File: src/dlts_pkg.sv
// package: register map, field layout, resets and timing for the lane bank
package dlts_pkg;

  // register offsets inside the indirect window
  localparam logic [7:0] OFS_INIT_WAIT = 8'h01;
  localparam logic [7:0] OFS_TERM_DELAY = 8'h02;
  localparam logic [7:0] OFS_CLK_SETTLE = 8'h03;
  localparam logic [7:0] OFS_HS_SETTLE = 8'h04;
  localparam logic [7:0] OFS_EOT_SKIP = 8'h05;
  localparam logic [7:0] OFS_LP_POLARITY = 8'h06;
  localparam logic [7:0] OFS_BYPASS = 8'h07;
  localparam logic [7:0] OFS_HS_TIMEOUT = 8'h08;
  localparam logic [7:0] OFS_LANE_STATUS = 8'h0F;
  localparam logic [7:0] OFS_LANE0_ERR = 8'h10;
  localparam logic [7:0] OFS_LANE1_ERR = 8'h11;
  localparam logic [7:0] OFS_LANE2_ERR = 8'h12;
  localparam logic [7:0] OFS_LANE3_ERR = 8'h13;
  localparam logic [7:0] OFS_CLK_ERR = 8'h14;
  localparam logic [7:0] OFS_SYNC_SNAP = 8'h15;

  // reset values
  localparam logic [7:0] RST_CLK_SETTLE = 8'h1D;
  localparam logic [7:0] RST_HS_SETTLE = 8'h14;
  localparam logic [7:0] RST_EOT_SKIP = 8'h3A;
  localparam logic [7:0] RST_ZERO = 8'h00;

  // writable masks (reserved bits read as zero)
  localparam logic [7:0] MSK_INIT_WAIT = 8'h07;
  localparam logic [7:0] MSK_TERM_DELAY = 8'h07;
  localparam logic [7:0] MSK_SETTLE = 8'h7F;
  localparam logic [7:0] MSK_EOT_SKIP = 8'h7E;
  localparam logic [7:0] MSK_LP_POLARITY = 8'h1F;
  localparam logic [7:0] MSK_FULL = 8'hFF;

  // field positions
  localparam int BIT_SKIP_INIT = 7;
  localparam int BIT_SKIP_CLK_MISS = 6;
  localparam int BIT_SKIP_CLK_ULP = 5;
  localparam int BIT_SYNC_ERR = 6;
  localparam int BIT_ANY_FAULT = 5;
  localparam int BIT_CLK_ACTIVE = 4;

  // indirect control fields: bit 0 read, bit 1 auto-increment, 2/3 port
  localparam int BIT_CTL_AUTOINC = 1;
  localparam int BIT_CTL_PORT0 = 2;
  localparam int BIT_CTL_PORT1 = 3;

  // timing at a 250 MHz system clock
  localparam int CLK_PERIOD_PS = 4000;
  localparam int INIT_STEP_US = 100;
  localparam int INIT_STEP_CYC = INIT_STEP_US * 1000000 / CLK_PERIOD_PS;
  localparam int MS_STEP_MS = 1;
  localparam int MS_STEP_CYC = MS_STEP_MS * 1000000000 / CLK_PERIOD_PS;
  localparam int SETTLE_STEP_NS = 10;
  localparam int SETTLE_STEP_CYC =
    (SETTLE_STEP_NS * 1000 + CLK_PERIOD_PS - 1) / CLK_PERIOD_PS;

  // per-lane fault events from the lane receivers
  typedef struct packed {
    logic end_sync;
    logic start_bit;
    logic start_sync;
    logic hs_request;
    logic hs_timeout;
  } dlts_lane_fault_type;

  // software access strobes into the bank
  typedef struct packed {
    logic wr_ctl;
    logic wr_addr;
    logic wr_data;
    logic rd_data;
    logic [7:0] wdata;
  } dlts_access_type;

endpackage : dlts_pkg

File: src/dlts_bank.sv
// lane timing, bypass, status and error bank behind an indirect window
// ---------------------------------------------------------------------
// behaviour notes and interface
// ---------------------------------------------------------------------
// Notes on behaviour
// - after power up wait (programmed 3-bit value plus one) times 100 us
// - clock settle is 7-bit count in 10 ns steps, reset 1Dh
// - hs data settle is 7-bit count in 10 ns steps, reset 14h
// - after end of transmission drop skip-count DDR clocks of data, reset 1Dh
// - hs receive timeout counts milliseconds; value N expires N ms after the burst starts
// - a timeout value of zero turns the timeout off
// - termination enable delay is a 3-bit count resetting to zero
// - bypass bit 7 skips init wait; bit 6 skips clock-miss check
// - bypass bit 5 skips ultra-low-power handling on the clock lane
// - five bypass bits skip low-power signalling per clock and data lane
// - set sync error when enabled lanes do not sync together
// - on sync error snapshot each data lane's sync status for software
// - summary flag bit 5 is set while any lane 0 error flag is set
// - summary flag clears once software has read the lane 0 error register
// - status bit 4 shows clock lane active
// - status bits 3..0 show each data lane active
// - lane 0 error bit 4 flags uncorrectable end sync error
// - lane 0 error bit 3 flags correctable start sync bit error
// - lane 0 error bit 2 flags uncorrectable start sync error
// - lane 0 error bit 1 flags control error in hs request mode
// - lane 0 error bit 0 flags hs receive timeout
// - with auto-increment each data access advances the offset by one
module dlts_bank
  import dlts_pkg::*;
#(
  parameter int INIT_STEP = dlts_pkg::INIT_STEP_CYC,
  parameter int MS_STEP = dlts_pkg::MS_STEP_CYC,
  parameter logic [1:0] PORT_ID = 2'd0
) (
  // clock and reset
  input wire logic CLK_SYS,
  input wire logic SRST,
  // indirect access window
  input wire dlts_pkg::dlts_access_type ACCESS,
  output logic [7:0] RDATA,
  // link clock pin (asynchronous, sampled for edges)
  input wire logic LINK_CLK,
  // data lane levels (asynchronous)
  input wire logic [3:0] LANE_ACTIVE,
  input wire logic [3:0] LANE_SYNC,
  input wire logic LANE_SOT,
  input wire logic [3:0] LANE_EOT,
  // lane 0 fault events from the lane receiver (same domain)
  input wire dlts_pkg::dlts_lane_fault_type LANE0_FAULT,
  // controls out to the lane receivers
  output logic LANES_READY,
  output logic [6:0] CLK_SETTLE_CYC,
  output logic [6:0] HS_SETTLE_CYC,
  output logic [2:0] TERM_ENABLE_CNT,
  output logic [5:0] EOT_SKIP_CNT,
  output logic [4:0] LP_POLARITY,
  output logic [4:0] LP_BYPASS,
  output logic CLK_MISS_BYPASS,
  output logic CLK_ULP_BYPASS,
  // one-cycle pulse when a burst overruns its timeout
  output logic HS_TIMEOUT
);
  import dlts_pkg::*;

  // ---------------------------------------------------------------------
  // state and synchronised pins
  // ---------------------------------------------------------------------
  typedef struct packed {
    // indirect window
    logic [7:0] ctl;
    logic [7:0] addr;
    logic [7:0] rdata;
    // configuration registers
    logic [7:0] init_wait;
    logic [7:0] term_delay;
    logic [7:0] clk_settle;
    logic [7:0] hs_settle;
    logic [7:0] eot_skip;
    logic [7:0] lp_pol;
    logic [7:0] bypass;
    logic [7:0] hs_to;
    // sticky flags, snapshot and lane activity
    logic sync_err;
    logic [3:0] sync_snap;
    logic [4:0] lane0_err;
    logic any_fault;
    logic [3:0] lane_act;
    // power-up wait
    logic [31:0] init_cnt;
    logic [2:0] init_steps;
    logic ready;
    // receive timeout
    logic [31:0] ms_cnt;
    logic [7:0] ms_left;
    logic hs_to_pulse;
    // clock-lane activity
    logic link_prev;
    logic [6:0] link_edges;
    // a burst was running with a non-zero timeout on the previous cycle
    logic in_burst;
  } dlts_bank_state_type;

  dlts_bank_state_type st;
  dlts_bank_state_type next_st;

  // pin levels after the two-flop synchroniser
  logic link_s;
  logic [3:0] active_s;
  logic [3:0] sync_s;
  logic sot_s;
  logic [3:0] eot_s;

  // ---------------------------------------------------------------------
  // pin synchronisation
  // ---------------------------------------------------------------------
  // every pin-level input is brought into CLK_SYS by two flops
  dlts_sync #(.WIDTH(14)) u_pins (
    .CLK_SYS(CLK_SYS),
    .SRST(SRST),
    .din({LINK_CLK, LANE_ACTIVE, LANE_SYNC, LANE_SOT, LANE_EOT}),
    .dout({link_s, active_s, sync_s, sot_s, eot_s})
  );

  // ---------------------------------------------------------------------
  // register access helpers
  // ---------------------------------------------------------------------
  // read multiplexer; reserved bits come back as zero
  function automatic logic [7:0] read_reg(input dlts_bank_state_type s,
                                          input logic [7:0] a);
    logic [7:0] v;
    v = 8'h00;
    case (a)
      OFS_INIT_WAIT: v = s.init_wait;
      OFS_TERM_DELAY: v = s.term_delay;
      OFS_CLK_SETTLE: v = s.clk_settle;
      OFS_HS_SETTLE: v = s.hs_settle;
      OFS_EOT_SKIP: v = s.eot_skip;
      OFS_LP_POLARITY: v = s.lp_pol;
      OFS_BYPASS: v = s.bypass;
      OFS_HS_TIMEOUT: v = s.hs_to;
      OFS_LANE_STATUS: begin
        v[BIT_SYNC_ERR] = s.sync_err;
        v[BIT_ANY_FAULT] = s.any_fault;
        v[BIT_CLK_ACTIVE] = s.link_edges != 7'h00;
        // data lane activity as last sampled, one bit per lane
        v[3:0] = s.lane_act;
      end
      OFS_LANE0_ERR: v = {3'h0, s.lane0_err};
      OFS_SYNC_SNAP: v = {4'h0, s.sync_snap};
      default: v = 8'h00;
    endcase
    return v;
  endfunction : read_reg

  // masked write of one byte
  function automatic logic [7:0] wr_masked(input logic [7:0] d,
                                           input logic [7:0] m);
    return d & m;
  endfunction : wr_masked

  // true on the last cycle of a step that lasts the given cycles
  function automatic logic step_done(input logic [31:0] cnt,
                                     input int step);
    return cnt >= 32'(step - 1);
  endfunction : step_done

  // ---------------------------------------------------------------------
  // next-state logic
  // ---------------------------------------------------------------------
  // decode helpers, recomputed every cycle
  logic selected;
  logic data_access;
  logic [7:0] rd_value;
  logic init_done;

  always_comb begin
    next_st = st;
    // only the port whose select bit is set answers data accesses; control and offset writes reach every port
    selected = PORT_ID == 2'd0 ? st.ctl[BIT_CTL_PORT0] :
                                 st.ctl[BIT_CTL_PORT1];
    data_access = selected && (ACCESS.wr_data || ACCESS.rd_data);
    rd_value = read_reg(st, st.addr);
    init_done = 1'b0;
    next_st.hs_to_pulse = 1'b0;

    // control and offset writes
    if (ACCESS.wr_ctl) begin
      next_st.ctl = ACCESS.wdata;
    end
    if (ACCESS.wr_addr) begin
      next_st.addr = ACCESS.wdata;
    end else if (data_access && st.ctl[BIT_CTL_AUTOINC]) begin
      next_st.addr = st.addr + 8'h01;
    end

    // data writes into the writable fields
    if (selected && ACCESS.wr_data) begin
      case (st.addr)
        OFS_INIT_WAIT: next_st.init_wait =
          wr_masked(ACCESS.wdata, MSK_INIT_WAIT);
        OFS_TERM_DELAY: next_st.term_delay =
          wr_masked(ACCESS.wdata, MSK_TERM_DELAY);
        OFS_CLK_SETTLE: next_st.clk_settle =
          wr_masked(ACCESS.wdata, MSK_SETTLE);
        OFS_HS_SETTLE: next_st.hs_settle =
          wr_masked(ACCESS.wdata, MSK_SETTLE);
        OFS_EOT_SKIP: next_st.eot_skip =
          wr_masked(ACCESS.wdata, MSK_EOT_SKIP);
        OFS_LP_POLARITY: next_st.lp_pol =
          wr_masked(ACCESS.wdata, MSK_LP_POLARITY);
        OFS_BYPASS: next_st.bypass =
          ACCESS.wdata;
        OFS_HS_TIMEOUT: next_st.hs_to =
          ACCESS.wdata;
        // unmapped and read-only offsets drop the write
        default: ;
      endcase
    end

    // reads return the addressed byte, then clear read-to-clear flags;
    // a fault arriving in the same cycle is applied after, so set wins
    if (selected && ACCESS.rd_data) begin
      next_st.rdata = rd_value;
      if (st.addr == OFS_LANE_STATUS) begin
        next_st.sync_err = 1'b0;
      end
      if (st.addr == OFS_LANE0_ERR) begin
        next_st.lane0_err = 5'h00;
      end
    end

    // sticky lane 0 faults, one bit per event kind
    next_st.lane0_err = next_st.lane0_err | {LANE0_FAULT.end_sync,
      LANE0_FAULT.start_bit,
      LANE0_FAULT.start_sync,
      LANE0_FAULT.hs_request,
      LANE0_FAULT.hs_timeout | st.hs_to_pulse};

    // sync check at start of transmission across active lanes; it looks
    // at the level, so a lasting mismatch sets the flag again after a read
    if (sot_s && ((sync_s & active_s) != active_s)) begin
      next_st.sync_err = 1'b1;
      next_st.sync_snap = sync_s;
    end

    // summary follows the sticky lane 0 flags, cleared with them by reads
    next_st.any_fault = next_st.lane0_err != 5'h00;

    // data lane activity, held one cycle so reads see a flop
    next_st.lane_act = active_s;

    // power-up wait in 100 us steps, skippable by bypass bit 7;
    // a wide step counter costs flops but suits any system clock rate
    if (!st.ready) begin
      if (st.bypass[BIT_SKIP_INIT]) begin
        init_done = 1'b1;
      end else if (step_done(st.init_cnt, INIT_STEP)) begin
        next_st.init_cnt = 32'h0;
        if (st.init_steps >= st.init_wait[2:0]) begin
          init_done = 1'b1;
        end else begin
          next_st.init_steps = st.init_steps + 3'h1;
        end
      end else begin
        next_st.init_cnt = st.init_cnt + 32'h1;
      end
      next_st.ready = init_done;
    end

    // link clock edges mark a live clock lane; decays when it stops.
    // 127 cycles outlast half a link period, so a running clock never
    // lets the flag drop between edges
    next_st.link_prev = link_s;
    if (link_s != st.link_prev) begin
      next_st.link_edges = 7'h7F;
    end else if (st.link_edges != 7'h00) begin
      next_st.link_edges = st.link_edges - 7'h01;
    end

    // hs burst timeout: ms ticks restart with each burst, so expiry lands at N ms;
    // pin synchronisation adds a few cycles, far below one tick
    next_st.in_burst = (active_s != 4'h0) && st.hs_to != 8'h00;
    if (!st.in_burst || st.hs_to == 8'h00) begin
      next_st.ms_cnt = 32'h0;
      next_st.ms_left = st.hs_to;
    end else if (step_done(st.ms_cnt, MS_STEP)) begin
      next_st.ms_cnt = 32'h0;
      if (st.ms_left <= 8'h01) begin
        next_st.hs_to_pulse = st.ms_left == 8'h01;
        next_st.ms_left = 8'h00;
      end else begin
        next_st.ms_left = st.ms_left - 8'h01;
      end
    end else begin
      next_st.ms_cnt = st.ms_cnt + 32'h1;
    end
  end

  // ---------------------------------------------------------------------
  // state register
  // ---------------------------------------------------------------------
  // synchronous reset clears everything, then loads non-zero defaults
  always_ff @(posedge CLK_SYS) begin
    if (SRST) begin
      st <= '0;
      st.clk_settle <= RST_CLK_SETTLE;
      st.hs_settle <= RST_HS_SETTLE;
      st.eot_skip <= RST_EOT_SKIP;
      st.init_wait <= RST_ZERO;
      st.term_delay <= RST_ZERO;
    end else begin
      st <= next_st;
    end
  end

  // ---------------------------------------------------------------------
  // outputs
  // ---------------------------------------------------------------------
  // read data byte, registered when the read was taken
  logic [7:0] status_live;
  always_comb begin
    status_live = st.rdata;
  end

  // window and handshake outputs straight from state flops
  assign RDATA = status_live;
  assign LANES_READY = st.ready;

  // field copies for the lane receivers
  assign CLK_SETTLE_CYC = st.clk_settle[6:0];
  assign HS_SETTLE_CYC = st.hs_settle[6:0];
  assign TERM_ENABLE_CNT = st.term_delay[2:0];
  assign EOT_SKIP_CNT = st.eot_skip[6:1];
  assign LP_POLARITY = st.lp_pol[4:0];
  assign LP_BYPASS = st.bypass[4:0];
  assign CLK_MISS_BYPASS = st.bypass[BIT_SKIP_CLK_MISS];
  assign CLK_ULP_BYPASS = st.bypass[BIT_SKIP_CLK_ULP];
  assign HS_TIMEOUT = st.hs_to_pulse;

  // end-of-transmission levels are synchronised for later use; folded
  // here so the unused flops stay visible as deliberate
  logic unused_eot;
  assign unused_eot = ^eot_s;
endmodule : dlts_bank

File: src/dlts_sync.sv
// two-flop synchroniser for pin-level inputs
module dlts_sync #(
  parameter int WIDTH = 1
) (
  // clock and reset
  input wire logic CLK_SYS,
  input wire logic SRST,
  // raw input and synchronised output
  input wire logic [WIDTH-1:0] din,
  output logic [WIDTH-1:0] dout
);
  typedef struct packed {
    logic [WIDTH-1:0] stage1;
    logic [WIDTH-1:0] stage2;
  } dlts_sync_state_type;

  dlts_sync_state_type st;
  dlts_sync_state_type next_st;

  // first stage feeds only the second stage
  always_comb begin
    next_st.stage1 = din;
    next_st.stage2 = st.stage1;
  end

  always_ff @(posedge CLK_SYS) begin
    if (SRST) begin
      st <= '0;
    end else begin
      st <= next_st;
    end
  end

  assign dout = st.stage2;
endmodule : dlts_sync
File: config.mk
export PLATFORM = sky130hd
export DESIGN_NAME = dlts_bank
export DESIGN_NICKNAME = d
export VERILOG_FILES = /design/src/dlts_pkg.sv /design/src/dlts_bank.sv /design/src/dlts_sync.sv
export SDC_FILE = /design/constraint.sdc
export NUM_CORES = 1
export LEC_CHECK = 0
export BUFFER_PORTS_ARGS = -buffer_cell sky130_fd_sc_hd__buf_4
export CAP_MARGIN = 0
export CORE_ASPECT_RATIO = 0.5
export CORE_MARGIN = 3
export CORE_UTILIZATION = 45
export CTS_CLUSTER_DIAMETER = 100
export DETAILED_ROUTE_END_ITERATION = 12
export PLACE_DENSITY = 0.67
export RECOVER_POWER = 25
export SLEW_MARGIN = 30
export SYNTH_ARGS = -nofsm -noshare
export SYNTH_HDL_FRONTEND = slang
export SYNTH_SLANG_ARGS = --single-unit
File: constraint.sdc
create_clock -name CLK_SYS -period 4.1 [get_ports CLK_SYS]
set_input_delay 0.205 -clock CLK_SYS [delete_from_list [all_inputs] [get_ports CLK_SYS]]
set_output_delay 0.205 -clock CLK_SYS [all_outputs]
set_load 0.02 [all_outputs]
==> results_dict.tcl, run 1 <==
set metrics [dict create \
    outcome "finished, violations left" \
    violations "capacitance limit, slew limit" \
    clk_pin_slew_worst_paths_ns 0.08 \
    r2r_end "LP_BYPASS[4]" \
    tns_ns 0 \
    ctsRootBufferMaster "clkbuf_16" \
    power_density_nw_per_um2 428.6 \
    cts_buffers 17 \
    start_util_pct 46.68 \
    wirelength_um 19160 \
    fin_nets 999 \
    io_buffers 73 \
    synth_edf_count 0 \
    grt_max_degree 53 \
    fin_crit_sh_pct 72.21 \
    critical_path_class "in -> reg" \
    syn_area_per_cell_um2 9.006 \
    setup_violations 0 \
    slew_headroom_pct -48.47 \
    ant_nets 0 \
    critPathCaptureType "register" \
    antenna_found_initial 0 \
    worstPathArrival_ns 3.27 \
    maxSlewViolCount 53 \
    area_growth_pct 13.09 \
    die_w_um 197.4 \
    dr.pass1.iters 5 \
    synth-async-reset-ratio_pct 0 \
    r2r-start "st[177]" \
    drive_above_1_share_pct 9.420 \
    ys_warn_count 0 \
    die-area_um2 20070 \
    rsz0062_at_grt "no" \
    cts_tree "built" \
    track_usage_pct 19.46 \
    finalHoldViolations 0 \
    ir_drop_v 0.0003122 \
    required_ns 4.41 \
    syn_area_um2 8240 \
    drv_cap 1 \
    min_period_ns 2.961 \
    cts_sinks 186 \
    clock_skew_ns 0.01066 \
    synth-seq-cells 186 \
    place_hpwl_um 13300 \
    drc 0 \
    crit_path_max_fanout 52 \
    row_count 34 \
    coreArea_um2 17650 \
    insertion_delay_ns 0.43 \
    htreeDepth 4 \
    fmax_ghz 0.3378 \
    syn-instance-count 915 \
    crit_path_start_kind "input port" \
    gp_congestion 0.8635 \
    hold_end "u_pins.next_st[13]" \
    rrSetupSlack_ns 1.42 \
    drt_iter0_markers 367 \
    worstHoldStart "LINK_CLK" \
    ys_seq_area_share_pct 45.19 \
    wl_per_cell_um 15.96 \
    grt_pass1_wl_um 31420 \
    hold_class "in -> reg" \
    synthDistinctLibCells 70 \
    holdWs_ns 0.01362 \
    diodes 0 \
    die_h_um 101.7 \
    grt_pass1_vias 6233 \
    cts_setup_buffers 0 \
    worst_pin_slew_ns 2.227 \
    grt_overflow 0 \
    routed_via_density 5.421 \
    clockBufferDepth 2 \
    yosys_most_used_dff "dfxtp_1" \
    holdPathStages 2 \
    leakagePower_uw 0.003622 \
    ff2ff_path_depth 5 \
    vias 6505 \
    io_pins 78 \
    post_cts_resized 0 \
]
==> worst max path at each step <==
stage,start,to,slack [ns],cells after the start
after global routing,SRST,st[51],0.81,4
after floorplan,st[51],st[51],2.10,7
after detailed placement,st[177],CLK_MISS_BYPASS,1.45,5
after global placement,st[177],LP_BYPASS[3],1.51,5
after CTS,st[177],st[116],1.45,5
final,SRST,st[51],1.14,4
==> layout make-up <==
| type | count | area [um^2] |
|---|---|---|
| clock inverters | 15 | 221.5 |
| fillers | 1638 | 8335 |
| multi-input cells | 637 | 3990 |
| flip-flops and latches | 186 | 3724 |
| inverters | 24 | 90.09 |
| repair buffers | 87 | 575.6 |
| clock buffers | 17 | 425.4 |
| well taps | 234 | 292.8 |
==> cell usage after synthesis (12+ instances only) <==
| cell | count | area, um^2 |
|---|---|---|
| nor2b_1 | 27 | 168.9 |
| xor2_1 | 34 | 297.8 |
| dfxtp_1 | 186 | 3724 |
| ha_1 | 13 | 162.7 |
| buf_4 | 45 | 337.8 |
| nand2_1 | 71 | 266.5 |
| nor4_1 | 12 | 75.07 |
| inv_1 | 24 | 90.09 |
| nor3_1 | 18 | 90.09 |
| and3_1 | 12 | 75.07 |
| clkbuf_1 | 27 | 101.4 |
| mux2i_1 | 56 | 560.5 |
| nand3_1 | 37 | 185.2 |
| nor2_1 | 135 | 506.7 |
| a21oi_1 | 29 | 145.1 |
| xnor2_1 | 14 | 122.6 |
| nand4_1 | 21 | 131.4 |
==> where the power goes <==
group,internal (uW),switching (uW),total (uW)
Clock,947,807,1750
Combinational,134,189,323
Sequential,1870,49.1,1920
Total,2950,1050,3990
==> stage by stage <==
step                std cells  area (um^2)  util [%]  worst slack [ns]  total power (uW)
detailed placement       1156         8658     49.04             1.446              2268
floorplan                 928         8289         -             2.096              2176
global route             1200         9319     52.79            0.8099              4156
finish                   1200         9319     52.79             1.139              3994
CTS                      1200         9425     53.39             1.454              4027
global placement         1156         8658     49.04             1.512              2254
==> cells by family (layout without fill, tap and decap cells) <==
kind of cell    after synthesis  count (layout)  share of synthesized area [%]
flops                       186             186                          45.19
other cells                   1              14                        0.04551
buf+inv                     105             143                          7.000
xor+xnor                     48              48                          5.102
mux                          58              58                          7.076
fa+ha+maj                    13              13                          1.974
simple gates                373             373                          22.26
compound gates              131             131                          11.36
==> critical path: stages <==
cell and delay (ns):
clkbuf_1 1.55, clkbuf_2 1.04, nor2_1 0.08, mux2_1 0.32
==> flip-flops by register name (all words and copies together) (netlist names) <==
name / flops
st: 120
u_pins.dout: 10
u_pins.next_st: 10
RDATA: 8
CLK_SETTLE_CYC: 7
HS_SETTLE_CYC: 7
EOT_SKIP_CNT: 6
LP_BYPASS: 5
LP_POLARITY: 5
TERM_ENABLE_CNT: 3
CLK_MISS_BYPASS: 1
CLK_ULP_BYPASS: 1
HS_TIMEOUT: 1
LANES_READY: 1
selected: 1
==> placed cells by master (no fill, tap or decap), types with 13 or more instances in the layout <==
cell,count
buf_4,46
xnor2_1,14
a21oi_1,29
xor2_1,34
nor3_1,18
mux2i_1,56
clkbuf_1,28
dfxtp_1,186
nand4_1,21
nand2_1,71
nor2b_1,27
conb_1,14
inv_1,24
ha_1,13
nand3_1,37
clkbuf_16,17
nor2_1,135
==> timing repair <==
item                       4_1_cts  5_1_grt
setup endpoints to repair        0        0
hold endpoints to repair        12        0
hold buffers                    12        0
==> routing by layer <==
| layer | share of wire, % | up-vias | global-route usage (%) |
|---|---|---|---|
| li1 | - | 3229 | - |
| met1 | 46 | 3114 | 24.72 |
| met2 | 49 | 131 | 33.62 |
| met3 | 3.5 | 31 | 3.556 |
| met4 | 2.1 | 0 | 7.112 |
| met5 | 0 | - | 0 |
(Power assumes the default switching activity.)
==> run 2: changes to the inputs <==
ABC_AREA = 1   (was default)
PLACE_DENSITY = 0.7   (was 0.67)
clock period = 2.4 ns   (was 4.1 ns; I/O delays follow)
==> run 2 against run 1 <==
  * The run now ends clean
  * Sequential share of layout area decreased by 0.67 points
  * Worst hold slack got worse by 0.0017 ns
  * Utilization rose by 0.64 points
  * Clock skew grew 0.0029 ns
  * Total power is 66% higher
  * Cell area grew 1.7%
  * Sequential power is 70% higher
  * Wire length grew 1.6%
  * Global-route usage increased by 0.54 points
  * Non-clock buffer count rose by 11
  * Cell count increased by 22%
  * Critical path type is now reg -> reg
==> results_dict.tcl, run 2 <==
set metrics [dict create \
    largest_reg_flops 120 \
    cts_setup_buffers 0 \
    worst_pin_slew_ns 1.480 \
    ant_nets 0 \
    rsz0062_at_grt "no" \
    insertion_delay_ns 0.44 \
    synth-simple-area-share_pct 31.54 \
    place_hpwl_um 13630 \
    drt-met1-wl_um 9233 \
    synth_compound_area_share_pct 7.667 \
    grt_overflow 0 \
    syn-instance-count 1151 \
    syn_area_um2 8307 \
    top_register "st" \
    dp_slack_ns 0.4406 \
    syn_area_per_cell_um2 7.217 \
    outcome "completed" \
    finalPower_uw 6650 \
    vias 7223 \
    post_cts_resized 0 \
    finalHoldViolations 0 \
    cts_buffers 17 \
    switching_share_pct 26.11 \
    drive_above_1_share_pct 9.722 \
    p_switching_uw 1736 \
    grt_pass1_wl_um 32620 \
    routed_via_density 4.954 \
    wl_met3_um 861 \
    pwr-share-seq_pct 49.1 \
    synthAdderAreaFrac_pct 1.958 \
    p_comb_share_pct 8.4 \
    slew_headroom_pct 1.311 \
    top_layer "met4" \
    die-area_um2 20220 \
    crit_path_max_fanout 8 \
    synth_mux_area_share_pct 0 \
    tns_ns 0 \
    maxSlewViolCount 0 \
    drv_cap 0 \
    final_common_cell "nand2_1" \
    die_h_um 102.1 \
    ys_warn_count 0 \
    fmax_ghz 0.4962 \
    track_usage_pct 20.00 \
    dr.pass1.iters 6 \
    hold_class "in -> reg" \
    row_count 34 \
    clock_skew_ns 0.01354 \
    layout_setup_ws_ns 0.3848 \
    synth-async-reset-ratio_pct 0 \
    area_growth_pct 14.10 \
    io_buffers 73 \
    grt_max_degree 77 \
    yosysTopAreaCellShare_pct 44.83 \
    setup_violations 0 \
    cts_sinks 186 \
    synthDistinctLibCells 46 \
    cts_tree "built" \
    die_w_um 198.1 \
    drt_iter0_markers 445 \
    fin_crit_sh_pct 83.97 \
    layout_common_cells "nand2_1 (232), nor2_1 (205), dfxtp_1 (186), inv_1 (120), nand3_1 (74)" \
    diodes 0 \
    power_density_nw_per_um2 701.7 \
    antenna_found_initial 0 \
    yosysMostFrequentCell "nand2_1" \
    htreeDepth 4 \
    pwr-share-clk_pct 42.5 \
    required_ns 2.76 \
    worstPathArrival_ns 2.38 \
    clk_pin_slew_worst_paths_ns 0.07 \
    io_pins 78 \
    synth_xor_area_share_pct 2.741 \
    fin_nets 1257 \
    critical_path_class "reg -> reg" \
    synth_top_cells_by_count "nand2_1 (232), nor2_1 (206), dfxtp_1 (186), inv_1 (120), nand3_1 (74)" \
    critPathCaptureType "register" \
    grt_pass1_vias 6760 \
    gp_congestion 0.8797 \
    drc 0 \
    wl_met2_um 9005 \
    crit_path_start_kind "register" \
    leakagePower_uw 0.004102 \
    min_period_ns 2.015 \
    synthTopCellsByArea "dfxtp_1 (45%), nand2_1 (10%), nor2_1 (9.3%)" \
    wl_per_cell_um 13.34 \
    synth-seq-cells 186 \
    cell_internal_pwr_uw 4914 \
    ys_seq_area_share_pct 44.83 \
    synth_edf_count 0 \
    yosys_most_used_dff "dfxtp_1" \
    yosys.area.top_type "dfxtp_1" \
    clockBufferDepth 2 \
    start_util_pct 46.83 \
    ctsRootBufferMaster "clkbuf_16" \
    synth_top_family_by_area "simple AND/OR/NAND/NOR gates" \
    coreArea_um2 17740 \
    wirelength_um 19460 \
    ir_drop_v 0.0005681 \
]
==> run 2: cell count changes after synthesis, moves of 15 or more <==
cell	change
nand2_1	+161
inv_1	+96
nor2_1	+71
mux2i_1	-56
o21ai_0	+46
nand3_1	+37
nor2b_1	-27
nor3_1	+18
a21oi_1	+15
xor2_1	-15
==> run 2: routing by layer <==
layer	global-route usage (%)	vias up
li1	-	3715
met1	26.85	3323
met2	32.92	159
met3	4.183	26
met4	5.975	0
met5	0	-
==> run 2: path summary, 6_finish.rpt <==
path                     startpoint               end  slack [ns]  cells past startpoint
hold / removal            ACCESS[7]           st[116]        0.01                      3
hold reg to reg   u_pins.next_st[6]    u_pins.dout[6]        0.40                      2
setup reg to reg            st[177]  HS_SETTLE_CYC[3]        0.38                      7
setup / recovery            st[177]  HS_SETTLE_CYC[3]        0.38                      7
==> run 2: per-stage QoR <==
step           hold slack [ns]  cell area (um^2)  std cells  util (%)
3_3_place_gp            0.3192              8805       1407     49.63
3_5_place_dp            0.3282              8805       1407     49.63
6_report               0.01191              9478       1458     53.43
5_1_grt                0.01637              9478       1458     53.43
4_1_cts              0.0004219              9574       1457     53.97
2_1_floorplan           0.2270              8356       1164         -
==> run 2: worst max-delay path: stages, from the launching register on <==
cell and delay, ns:
dfxtp_1 0.36, nor2_1 0.15, nand2_1 0.30, nor2_2 0.44, nand2_1 0.26, inv_2 0.18, o21ai_0 0.10, a21oi_1 0.16
==> run 2: area by class of cell <==
class	instances	area (um^2)
sequential	186	3724
fill	1667	8262
timing repair buffer	98	676.9
multi-input combinational	777	3702
clock buffer	19	442.9
inverter	131	493.0
tap	234	292.8
clock inverter	13	146.4
==> run 2: cell families (layout without fill, tap and decap cells) <==
group	Yosys count	count (layout)
AO/OA/AOI/OAI	120	120
XOR/XNOR	26	26
adder cells (fa/ha/maj)	13	13
buffers and inverters	201	261
flip-flops	186	186
other	1	14
AND/OR/NAND/NOR	604	604
==> run 2: power groups by stage <==
stage                     combinational, uW  sequential, uW  clock (uW)
after detailed placement                531            3330           0
final                                   562            3260        2820
after floorplan                         398            3310           0
after global placement                  509            3330           0
after CTS                               559            3260        2850
after global routing                    644            3280        3010
==> run 2: timing repair <==
action,CTS,global route
hold buffers,18,1
endpoints found under the hold margin,21,1
endpoints found under the setup margin,0,0
==> run 3: changes to the inputs <==
clock period = 1.8 ns   (was 2.4 ns; I/O delays follow)
==> run 3 against run 2 <==
  * The run now ends with hold timing left
  * Critical path depth rose by 4
  * Non-clock buffer count rose by 25
  * Sequential share of layout area fell by 1.0 points
  * Die area did not move
  * Highest routed layer unchanged
==> results_dict.tcl, run 3 (same netlist as run 2, synthesis figures left out) <==
set metrics [dict create \
    outcome "finished, violations left" \
    violations "hold timing" \
    dr.pass1.iters 5 \
    fin_nets 1284 \
    min_period_ns 1.670 \
    htreeDepth 4 \
    fin_crit_sh_pct 92.77 \
    drv_cap 0 \
    hold_class "in -> reg" \
    row_count 34 \
    crit_path_start_kind "register" \
    largest_reg_flops 120 \
    insertion_delay_ns 0.43 \
    drt_iter0_markers 523 \
    grt.met2_usage_pct 33.10 \
    area_growth_pct 17.16 \
    power_density_nw_per_um2 911.1 \
    die_h_um 102.1 \
    gp_congestion 0.9150 \
    worst_pin_slew_ns 0.5497 \
    io_pins 78 \
    clock_skew_ns 0.01144 \
    layout_common_cells "nand2_1 (230), nor2_1 (198), dfxtp_1 (184), inv_1 (119), nand3_1 (70)" \
    grt_pass1_wl_um 32530 \
    critPathCaptureType "register" \
    io_buffers 73 \
    wl_per_cell_um 13.44 \
    track_usage_pct 19.94 \
    ant_nets 0 \
    crit_path_max_fanout 6 \
    r2r-start "st[173]" \
    rrSetupSlack_ns 0.13 \
    grt_overflow 0 \
    required_ns 2.16 \
    wirelength_um 19950 \
    holdWs_ns -0.001917 \
    worstPathArrival_ns 2.03 \
    critical_path_class "reg -> reg" \
    start_util_pct 46.83 \
    busiest_layer "met2" \
    finalHoldViolations 1 \
    r2r_end "RDATA[5]" \
    vias 7329 \
    maxSlewViolCount 0 \
    place_hpwl_um 14120 \
    ff2ff_path_depth 11 \
    setup_violations 0 \
    use_met1_pct 27.00 \
    final_common_cell "nand2_1" \
    cts_tree "built" \
    fin_area_um2 9732 \
    clk_pin_slew_worst_paths_ns 0.07 \
    cts_sinks 186 \
    ctsRootBufferMaster "clkbuf_16" \
    grt_pass1_vias 6702 \
    grt_max_degree 53 \
    hold_end "st[91]" \
    drive_above_1_share_pct 11.75 \
    grtUsageMet3_pct 3.755 \
    die-area_um2 20220 \
    leakagePower_uw 0.004173 \
    coreArea_um2 17740 \
    fmax_ghz 0.5989 \
    cts_buffers 17 \
    ir_drop_v 0.0006465 \
    holdPathStages 4 \
    top_register "st" \
    clockBufferDepth 2 \
    routed_via_density 4.935 \
    drc 0 \
    worstHoldStart "LANE0_FAULT[0]" \
    antenna_found_initial 0 \
    die_w_um 198.1 \
    post-route-util_pct 54.86 \
    fill_cells 1678 \
    slew_headroom_pct 62.97 \
    post_dp_cell_area_um2 8940 \
    diodes 0 \
]
run 3: cell types whose count changed in the layout (fill, tap and decap cells not counted), sizes merged:
cell,change
dlygate4sd3,+5
buf,+6
nand3,+1
inv,-1
clkinvlp,+3
clkbuf,+13
run 3: per-layer routing:
layer	routed length, um	part of all wire, %
met5	0	0
met4	251	1.3
met3	964	4.8
met2	9318	47
met1	9419	47
run 3: timing repair:
action | 4_1_cts | 5_1_grt
setup endpoints to repair | 1 | 75
hold endpoints to repair | 45 | 0
pin swaps | 0 | 1
buffers inserted | 0 | 2
hold buffers | 24 | 0
cloned | 0 | 2
resized for setup | 1 | 26
run 3: stage by stage:
stage / hold WS [ns] / setup slack [ns] / total power (uW) / std cells / TNS [ns]
floorplan: 0.1970 / 0.2659 / 4948 / 1164 / 0
global placement: 0.2885 / 0.1003 / 5146 / 1425 / 0
finish: -0.001917 / 0.1301 / 8867 / 1485 / 0
CTS: 0.001525 / 0.03983 / 8906 / 1481 / 0
detailed placement: 0.2976 / 0.02323 / 5167 / 1425 / 0
global route: 0.01753 / -0.006255 / 9228 / 1485 / -0.007015
run 3: cell type report:
type	count	area [um^2]	area share, %
multi-input combinational	778	3795	38.99
sequential	186	3726	38.29
timing repair buffer	123	830.8	8.537
inverter	131	499.2	5.130
clock buffer	18	429.2	4.410
tap	234	292.8	3.008
clock inverter	14	153.9	1.581
timing repair inverter	1	5.005	0.05143
run 3: how the worst max path moves through the flow:
stage / slack, ns / startpoint / to / cells after the start
6_report: 0.13 / st[173] / RDATA[5] / 11
2_1_floorplan: 0.27 / st[18] / st[34] / 11
5_1_grt: -0.006 / st[54] / st[64] / 8
3_5_place_dp: 0.02 / st[173] / HS_SETTLE_CYC[3] / 8
3_3_place_gp: 0.10 / st[173] / HS_SETTLE_CYC[3] / 8
4_1_cts: 0.04 / st[178] / LP_BYPASS[3] / 8
run 3: critical path, cell delays in order (launching register included):
cell     delay (ns)
dfxtp_2        0.34
inv_1          0.11
ha_1           0.21
nand3_1        0.18
nor2_8         0.19
buf_4          0.15
nand2_1        0.05
nand2_1        0.06
nor2_1         0.04
nand2_1        0.07
nand2_1        0.08
a21oi_1        0.12
run 3: report_power, final:
group          total [uW]  internal [uW]  switching, uW
Combinational         798            315            484
Sequential           4350           4260           95.3
Clock                3710           1970           1740
Total                8870           6550           2320
